==> config.mk <==
export PLATFORM = sky130hd
export DESIGN_NAME = eqtm_monitor
export DESIGN_NICKNAME = d
export VERILOG_FILES = /design/src/eqtm_pkg.sv /design/src/eqtm_monitor.sv
export SDC_FILE = /design/constraint.sdc
export NUM_CORES = 1
export LEC_CHECK = 0
export BUFFER_PORTS_ARGS = -buffer_cell sky130_fd_sc_hd__buf_2
export CORE_MARGIN = 2
export CORE_UTILIZATION = 55
export CTS_BUF_LIST = sky130_fd_sc_hd__clkbuf_16
export CTS_CLUSTER_SIZE = 30
export DETAILED_ROUTE_END_ITERATION = 10
export PLACE_DENSITY = 0.81
export SLEW_MARGIN = 20
export SYNTH_ARGS = -nofsm -noshare
export SYNTH_HDL_FRONTEND = slang
export SYNTH_SLANG_ARGS = --single-unit
==> constraint.sdc <==
create_clock -name clk -period 2.9 [get_ports clk]
set_clock_uncertainty 0.2 [all_clocks]
set_input_delay 0.58 -clock clk [delete_from_list [all_inputs] [get_ports clk]]
set_output_delay 0.58 -clock clk [all_outputs]
set_load 0.05 [all_outputs]
==> src/eqtm_pkg.sv <==
/*
 Constants for the event queue threshold monitor: register offsets,
 field positions, reset values and threshold codes.
 Assumes a 32-bit APB register bus with byte addresses.
*/
package eqtm_pkg;

   // ----------------------------------------------------------------
   // Geometry
   // ----------------------------------------------------------------
   localparam int unsigned NUM_Q     = 4;
   localparam int unsigned THR_W     = 5;
   localparam int unsigned THR_PITCH = 8;

   // ----------------------------------------------------------------
   // Register byte offsets
   // ----------------------------------------------------------------
   localparam logic [7:0] OFF_THR_CFG  = 8'h00;
   localparam logic [7:0] OFF_ERR      = 8'h04;
   localparam logic [7:0] OFF_ERR_CLR  = 8'h08;
   localparam logic [7:0] OFF_ERR_EN   = 8'h0C;
   localparam logic [7:0] OFF_QSTAT0   = 8'h10;

   // ----------------------------------------------------------------
   // Field positions
   // ----------------------------------------------------------------
   localparam int unsigned THR0_LSB   = 0;
   localparam int unsigned THR1_LSB   = 8;
   localparam int unsigned THR2_LSB   = 16;
   localparam int unsigned THR3_LSB   = 24;
   localparam int unsigned ST_CNT_LSB = 8;
   localparam int unsigned ST_HWM_LSB = 16;
   localparam int unsigned ST_OVR_BIT = 24;

   // ----------------------------------------------------------------
   // Reset values and codes
   // ----------------------------------------------------------------
   localparam logic [4:0] THR_RST     = 5'h10;
   localparam logic [4:0] THR_DISABLE = 5'h11;
   localparam logic [4:0] CNT_RST     = 5'h00;
   localparam logic [3:0] FLAGS_RST   = 4'h0;

endpackage

==> src/eqtm_monitor.sv <==
/*
 Event queue threshold monitor with its APB register slave.
 Compares each queue's valid entry count with its threshold, keeps
 sticky over-limit flags, high-water marks and one interrupt.
 Assumes the counts come from queue manager logic on clk (no sync)
 and lie within 0..10h.
*/
// Local design decisions: the APB register port and the placing of the registers.
// How it works
// - Queue 0 threshold bits 4:0, flag on >=
// - Queue 1 threshold bits 12:8, flag on >=
// - Queue 2 threshold bits 20:16, flag on >=
// - Queue 3 threshold bits 28:24, flag on >=
// - Thresholds 0..10h valid, reset to 16
// - Code 11h disables checks; 12h-1Fh reserved
// - Clear register clears status flag; mark restarts from present count
// - Valid counts range from 0 to 10h
`timescale 1ns/1ps
module eqtm_monitor
   import eqtm_pkg::*;
#(
   parameter int unsigned ADDR_W = 8
) (
   // Clock and reset
   input  wire logic                    clk,
   input  wire logic                    sys_rst,
   // APB slave
   input  wire logic                    psel,
   input  wire logic                    penable,
   input  wire logic                    pwrite,
   input  wire logic [ADDR_W-1:0]       paddr,
   input  wire logic [31:0]             pwdata,
   input  wire logic [3:0]              pstrb,
   output logic                         pready,
   output logic [31:0]                  prdata,
   output logic                         pslverr,
   // Queue manager counts, one 5-bit count per queue
   input  wire logic [NUM_Q-1:0][4:0]   valid_entry_count,
   // Error flags and interrupt
   output logic [NUM_Q-1:0]             queue_over_limit_error,
   output logic                         irq
);

   // ----------------------------------------------------------------
   // Declarations
   // ----------------------------------------------------------------
   logic [THR_W-1:0] thr_q [NUM_Q];
   logic [4:0]       hwm_q [NUM_Q];
   logic [NUM_Q-1:0] err_q;
   logic [NUM_Q-1:0] ovr_q;
   logic [NUM_Q-1:0] en_q;
   logic [NUM_Q-1:0] hit;
   logic [NUM_Q-1:0] clr;
   logic             irq_q;
   logic             pready_q;
   logic [31:0]      prdata_q;
   logic             pslverr_q;
   logic             wr_ok;
   logic             rd_go;
   logic [31:0]      rd_d;
   logic             map_d;
   logic [31:0]      cfg_rd;

   // Byte-address match against one register offset
   function automatic logic at_off(input logic [ADDR_W-1:0] a,
                                   input logic [7:0] off);
      at_off = (a == ADDR_W'(off));
   endfunction

   // True when the address falls on a queue status word
   function automatic logic at_qstat(input logic [ADDR_W-1:0] a);
      at_qstat = (a >= ADDR_W'(OFF_QSTAT0)) &&
                 (a < ADDR_W'(OFF_QSTAT0 + 8'(4 * NUM_Q))) &&
                 (a[1:0] == 2'h0);
   endfunction

   // ----------------------------------------------------------------
   // APB handshake
   // ----------------------------------------------------------------
   // One wait state: ready rises in the second access cycle, which
   // gives the read mux a full cycle before data is presented.
   assign rd_go = psel && penable && !pready_q;
   assign wr_ok = psel && penable && pready_q && pwrite;

   always_ff @(posedge clk) begin
      if (sys_rst) begin
         pready_q <= 1'b0;
      end else begin
         pready_q <= rd_go;
      end
   end

   // Read mux; unmapped addresses answer zero with an error
   always_comb begin
      rd_d  = 32'h0000_0000;
      map_d = 1'b1;
      if (at_off(paddr, OFF_THR_CFG)) begin
         rd_d = cfg_rd;
      end else if (at_off(paddr, OFF_ERR)) begin
         rd_d[NUM_Q-1:0] = err_q;
      end else if (at_off(paddr, OFF_ERR_CLR)) begin
         rd_d = 32'h0000_0000;           // Write-only, reads zero
      end else if (at_off(paddr, OFF_ERR_EN)) begin
         rd_d[NUM_Q-1:0] = en_q;
      end else if (at_qstat(paddr)) begin
         for (int i = 0; i < NUM_Q; i++) begin
            if (paddr[3:2] == 2'(i)) begin
               rd_d[ST_OVR_BIT]            = ovr_q[i];
               rd_d[ST_HWM_LSB +: 5]       = hwm_q[i];
               rd_d[ST_CNT_LSB +: 5]       = valid_entry_count[i];
            end
         end
      end else begin
         map_d = 1'b0;
      end
   end

   // Read data and error are held through the ready cycle
   always_ff @(posedge clk) begin
      if (sys_rst) begin
         prdata_q  <= 32'h0000_0000;
         pslverr_q <= 1'b0;
      end else if (rd_go) begin
         prdata_q  <= pwrite ? 32'h0000_0000 : rd_d;
         pslverr_q <= !map_d;
      end
   end

   assign pready  = pready_q;
   assign prdata  = prdata_q;
   assign pslverr = pslverr_q;

   // ----------------------------------------------------------------
   // Threshold configuration
   // ----------------------------------------------------------------
   // Each threshold sits in its own byte lane, so pstrb selects it.
   // Reserved codes are stored as written; they never match a legal
   // count, so a stray 12h-1Fh behaves like a disabled queue.
   always_ff @(posedge clk) begin
      if (sys_rst) begin
         for (int i = 0; i < NUM_Q; i++) begin
            thr_q[i] <= THR_RST;
         end
      end else if (wr_ok && at_off(paddr, OFF_THR_CFG)) begin
         for (int i = 0; i < NUM_Q; i++) begin
            if (pstrb[i]) begin
               thr_q[i] <= pwdata[THR_PITCH*i +: THR_W];
            end
         end
      end
   end

   // Readback; reserved bits read zero
   assign cfg_rd = {3'h0, thr_q[3],
                    3'h0, thr_q[2],
                    3'h0, thr_q[1],
                    3'h0, thr_q[0]};

   // ----------------------------------------------------------------
   // Interrupt enable register
   // ----------------------------------------------------------------
   always_ff @(posedge clk) begin
      if (sys_rst) begin
         en_q <= FLAGS_RST;
      end else if (wr_ok && at_off(paddr, OFF_ERR_EN) && pstrb[0]) begin
         en_q <= pwdata[NUM_Q-1:0];
      end
   end

   // ----------------------------------------------------------------
   // Per-queue comparison
   // ----------------------------------------------------------------
   // Evaluated combinationally every cycle; flags land one edge later
   genvar g;
   generate
      for (g = 0; g < NUM_Q; g++) begin : g_cmp
         assign hit[g] = (thr_q[g] != THR_DISABLE) &&
                         (valid_entry_count[g] >= thr_q[g]);
         assign clr[g] = wr_ok && at_off(paddr, OFF_ERR_CLR) &&
                         pstrb[0] && pwdata[g];
      end
   endgenerate

   // ----------------------------------------------------------------
   // Sticky flags
   // ----------------------------------------------------------------
   // A new hit in the clearing cycle wins, so no event is lost.
   always_ff @(posedge clk) begin
      if (sys_rst) begin
         err_q <= FLAGS_RST;
      end else begin
         err_q <= hit | (err_q & ~clr);
      end
   end

   // Status copy of the flag, cleared by the same write
   always_ff @(posedge clk) begin
      if (sys_rst) begin
         ovr_q <= FLAGS_RST;
      end else begin
         ovr_q <= hit | (ovr_q & ~clr);
      end
   end

   // ----------------------------------------------------------------
   // High-water marks
   // ----------------------------------------------------------------
   // On clear the mark restarts from the present count rather than
   // zero, so entries already queued are not forgotten.
   always_ff @(posedge clk) begin
      if (sys_rst) begin
         for (int i = 0; i < NUM_Q; i++) begin
            hwm_q[i] <= CNT_RST;
         end
      end else begin
         for (int i = 0; i < NUM_Q; i++) begin
            if (clr[i]) begin
               hwm_q[i] <= valid_entry_count[i];
            end else if (valid_entry_count[i] > hwm_q[i]) begin
               hwm_q[i] <= valid_entry_count[i];
            end
         end
      end
   end

   // ----------------------------------------------------------------
   // Interrupt
   // ----------------------------------------------------------------
   // Registered, so it trails the flag by one cycle
   always_ff @(posedge clk) begin
      if (sys_rst) begin
         irq_q <= 1'b0;
      end else begin
         irq_q <= |(err_q & en_q);
      end
   end

   assign irq                    = irq_q;
   assign queue_over_limit_error = err_q;

endmodule // eqtm_monitor

Word-level counts from Yosys, hierarchy flattened
Memories as Yosys holds them, arrays and structs flattened.
Index checks and enable logic that the tools add are counted.
{"block": "totals", "reg_bits": 47, "ram_bits": 40, "in_bits": 69, "output_inout_bits": 39, "elab_cells": 162, "memories": 2}
{"name": "hwm_q", "words": 4, "width": 5, "rd": 4, "rd_ports_with_merged_regs": 0, "wr": 4, "line_no": "eqtm_monitor.sv:48", "text": "logic [4:0] hwm_q [NUM_Q];"}
{"name": "thr_q", "words": 4, "width": 5, "rd": 4, "rd_ports_with_merged_regs": 0, "wr": 4, "line_no": "eqtm_monitor.sv:47", "text": "logic [THR_W-1:0] thr_q [NUM_Q];"}
{"block": "classes", "n_lt_le_gt_ge": 10, "eq_ne": 10, "n_mux": 90, "bitwise": 18, "n_reduce_logical": 25}
{"op": "5-bit two-way mux", "n": 26}
{"op": "1-bit two-way mux", "n": 58}
{"op": "32-bit two-way mux", "n": 1}
{"op": "29-bit two-way mux", "n": 1}
{"op": "21-bit two-way mux", "n": 1}
{"op": "5-bit greater-or-equal comparator", "n": 4}
{"op": "5-bit greater-than comparator", "n": 4}
{"op": "5-bit inequality test (second input constant)", "n": 4}
{"op": "1-bit logical AND", "n": 19}
{"op": "8-bit by 4-bit == test with 1-bit output (second input constant)", "n": 2}
{"op": "4-bit bitwise AND", "n": 3}
{"op": "4-bit two-way mux", "n": 3}
{"op": "1-bit bitwise OR", "n": 12}
{"op": "8-bit by 3-bit == test with 1-bit output (second input constant)", "n": 1}
{"op": "8-bit by 5-bit greater-or-equal comparator with 1-bit output (second input constant)", "n": 1}
{"op": "8-bit zero test", "n": 1}
{"op": "8-bit by 6-bit less-than comparator with 1-bit output (second input constant)", "n": 1}
{"op": "4-bit bitwise OR", "n": 2}
{"op": "2-bit == test (second input constant)", "n": 2}
{"op": "2-bit zero test", "n": 2}
{"op": "4-bit inverter", "n": 1}
{"op": "4-bit OR reduction", "n": 1}
{"op": "2-bit by 1-bit == test with 1-bit output (second input constant)", "n": 1}
{"op": "1-bit zero test", "n": 2}

Longest topological paths before layout
{"block": "logic_depth", "word_depth": 11, "ltp_mapped": 7, "mapped_depth_nobuf": 6}

Least setup slack after synthesis
Ideal clock, no wire load.
{"block": "synth_path", "path_kind": "input to register", "from": "in paddr[5]", "to": "mem hwm_q[0][0], enable pin", "setup_time_ns": 0.313, "arrival_ns": 1.766, "required_time_ns": 2.387, "slack_ns": 0.621, "path_stages": 4, "path_buffers": 0, "path_cell_list": "or4_4 > nor4_4 > a31oi_1 > nand2_1"}
{"element": "start, declared", "line_no": "eqtm_monitor.sv:31", "text": "input wire logic [ADDR_W-1:0] paddr,"}
{"element": "end, declared", "line_no": "eqtm_monitor.sv:48"}

==> results by group <==
Clocking
  • CTS resizes: 0
  • Root Buffer: clkbuf_16
  • Clock transition at path regs: 60 ps
  • Clk_lat worst skew: 340 ps
  • Sink Count: 75
  • Cts bufs inserted: 9
  • CTS Hold Buffers Added: 0
  • # H-tree levels: 3
  • Clock Path Buffers: 2
  • CTS tree: built
  • Post-CTS setup buffers: 0

Floorplanning
  • # IOs: 108
  • Row cnt: 33
  • Die area: 9172 um2
  • Core area: 8175 um2
  • Initial Utilization: 0.5666
  • Die outline width: 95.77 um
  • Die H: 95.77 um

Worst hold path
  • Worst Hold Depth: 2
  • Hold Crit Class: register to register
  • Hold worst-path end: prdata[12]$_SDFFE_PP0P_
  • Hold Path Origin: prdata[12]$_SDFFE_PP0P_

GRT
  • Largest net degree at the start of global routing: 29
  • Gr usage total: 0.2893
  • Vias in the first global route: 3971
  • Initial antenna violation count: 0
  • Grt ovf: 0
  • First-pass GRT wire length: 19.75 mm

STA
  • Final hold slack: 251.0 ps
  • Worst Tran Pin Value: 787.6 ps
  • Achievable Freq: 420.2 MHz
  • RSZ-0062 raised after global routing: no
  • Final Hold Vio Count: 0
  • Fin Setup TNS: 0 ps
  • Final setup fails: 0
  • Final Max Slew Viols: 0
  • Max_slew headroom: 0.4680
  • Final period util: 0.8206
  • Min Clock Period, post-route: 2380 ps

Placed design
  • Area post-placement: 5102 um2
  • RD Place Congestion: 0.9076
  • Post-DP HPWL: 9.257 mm
  • Port Buf Inserts: 83

Drt
  • Routed vias/inst: 6.065
  • Highest Signal Layer: met4
  • Average wire per standard cell: 18.88 um
  • Met2 WL: 5.969 mm
  • DRT iter0 DRCs: 456
  • WL met3: 1.248 mm
  • Drt first pass iters: 5
  • WL final: 12.41 mm
  • Met1 wire length: 4.679 mm
  • DRC Markers: 0
  • Antenna-violating nets left: 0
  • Via Count: 3985

Critical path
  • Crit path max fanout: 6
  • Reg2reg end: hwm_q[3][2]$_DFFE_PP_
  • Worst Path Required: 2770 ps
  • Reg-to-reg startpoint: hwm_q[3][1]$_DFFE_PP_
  • Critical Path Sink Type: register
  • R2R cell count: 7
  • Critical Path AT: 2250 ps
  • CP startpoint kind: input pin
  • Crit path kind: input pin to register
  • Worst reg-to-reg setup slack: 770 ps

Synthesis
  • Synthesized area: 4632 um2
  • Sequential area share after synthesis: 0.4106
  • Most used flip-flop cell after synthesis: edfxtp_1
  • Post-synth cell types: 46
  • Number of synthesized register bits: 75
  • Proportion of synthesized flip-flops having asynchronous set or reset: 0
  • EDFF count, synth: 40
  • Avg Cell Area, Syn: 10.16 um2
  • Total of warnings raised by yosys: 0
  • Syn Inst Count: 456

Layout
  • Non-Filler Cell Area, Final: 5459 um2
  • Final #Nets: 656
  • Area grow syn2layout: 17.86%
  • N_diodes: 0
  • Share of cells above drive strength 1: 0.2355
  • Most frequent cells in the layout: buf_2 (83), inv_1 (42), ha_1 (40), edfxtp_1 (40), nand2b_1 (37)
  • Commonest non-fill, non-tap cell in the layout: buf_2

Flow run
  • Max-Cap Viols: 0

Outcome
  • Status: completed

Power and ir drop
  • LEAKAGE: 0.002394 uW
  • Worst vdd ir: 0.4150 mV
  • PwrDens: 627.0 nW/um2
[cell type report]
type	instances	area, um2
Sequential cell	75	1902
Clock buffer	11	275.3
Multi-Input combinational cell	323	2395
Tap cell	105	131.4
Clock inverter	5	81.33
Fill cell	647	2716
Inverter	41	153.9
Timing Repair Buffer	97	520.5
[cells in the mapped netlist, drive strengths merged, types with 2 or more instances]
master | instances | area [um2]
a211o | 5 | 43.79
o2bb2ai | 8 | 70.07
o41ai | 3 | 26.28
edfxtp | 40 | 1201
a22oi | 8 | 60.06
mux4 | 10 | 225.2
a32oi | 9 | 78.83
or4 | 2 | 22.52
a211oi | 4 | 30.03
and4 | 4 | 35.03
inv | 41 | 153.9
a31oi | 9 | 56.30
and3 | 2 | 12.51
nand2 | 32 | 120.1
nand2b | 37 | 231.5
o21ai | 14 | 70.07
nor3b | 3 | 22.52
o31ai | 5 | 37.54
a2bb2oi | 4 | 35.03
or3 | 2 | 13.77
mux2i | 5 | 50.05
nand3b | 4 | 30.03
clkbuf | 12 | 95.10
nor4 | 7 | 80.07
nor2 | 25 | 93.84
dfxtp | 35 | 700.7
nor3 | 4 | 25.02
ha | 40 | 500.5
a21o | 7 | 52.55
and2 | 16 | 100.1
a21oi | 35 | 175.2
buf | 16 | 127.6
[logic make-up after synthesis]
logic type,Yosys count,share of synthesized area
and+or+nand+nor,143,0.1769
muxes,15,0.05943
other,1,0.0008096
adders and majority gates,40,0.1080
AOI/OAI and AO/OA,113,0.1629
buffers and inverters,69,0.08131
DFF,75,0.4106
[state kept, by name, summed over array words and instances, names as in the netlist]
name / cells
irq: 1
hwm_q: 20
prdata: 20
thr_q: 20
pready: 1
pslverr: 1
en_q: 4
ovr_q: 4
queue_over_limit_error: 4
[worst max-delay path: stages]
cell and delay, ps:
buf_2 130, nor4_1 470, nand3_1 420, nor3b_1 530, nand2b_1 110
[routing by layer]
layer / vias up / global-route usage
met5: - / 0
met4: 0 / 0.1417
met3: 44 / 0.05403
met2: 222 / 0.4767
met1: 1889 / 0.3661
li1: 1830 / -
[report_power, final]
part / leakage [uW] / internal, uW / switching (uW) / total, uW
logic: 0.00152 / 312 / 448 / 760
clock network: 0.000177 / 858 / 446 / 1300
registers: 0.000699 / 1270 / 92.8 / 1360
[how the worst max path moves through the flow]
stage | from | endpoint | slack [ps] | depth (start not counted)
final | paddr[4] | thr_q[1][4]$_SDFFCE_PN1P_ | 520 | 5
after global routing | paddr[4] | thr_q[3][4]$_SDFFCE_PN1P_ | 360 | 5
after CTS | paddr[4] | hwm_q[2][2]$_SDFFCE_PN0P_ | 560 | 5
after detailed placement | paddr[4] | thr_q[1][4]$_SDFFCE_PN1P_ | 260 | 5
after global placement | paddr[5] | hwm_q[2][4]$_SDFFCE_PN0P_ | 310 | 5
after floorplan | paddr[5] | hwm_q[0][0]$_SDFFCE_PN0P_ | 620 | 4
[metrics by stage]
| step | cells | utilization | setup slack, ps | power [uW] |
|---|---|---|---|---|
| global placement | 641 | 0.6241 | 309.7 | 2055 |
| CTS | 657 | 0.6677 | 556.0 | 3409 |
| global route | 657 | 0.6677 | 363.8 | 3567 |
| finish | 657 | 0.6677 | 520.2 | 3423 |
| detailed placement | 641 | 0.6241 | 259.7 | 2107 |
| floorplan | 467 | - | 620.7 | 1850 |
Note: power is estimated with default switching activity, not from simulation.
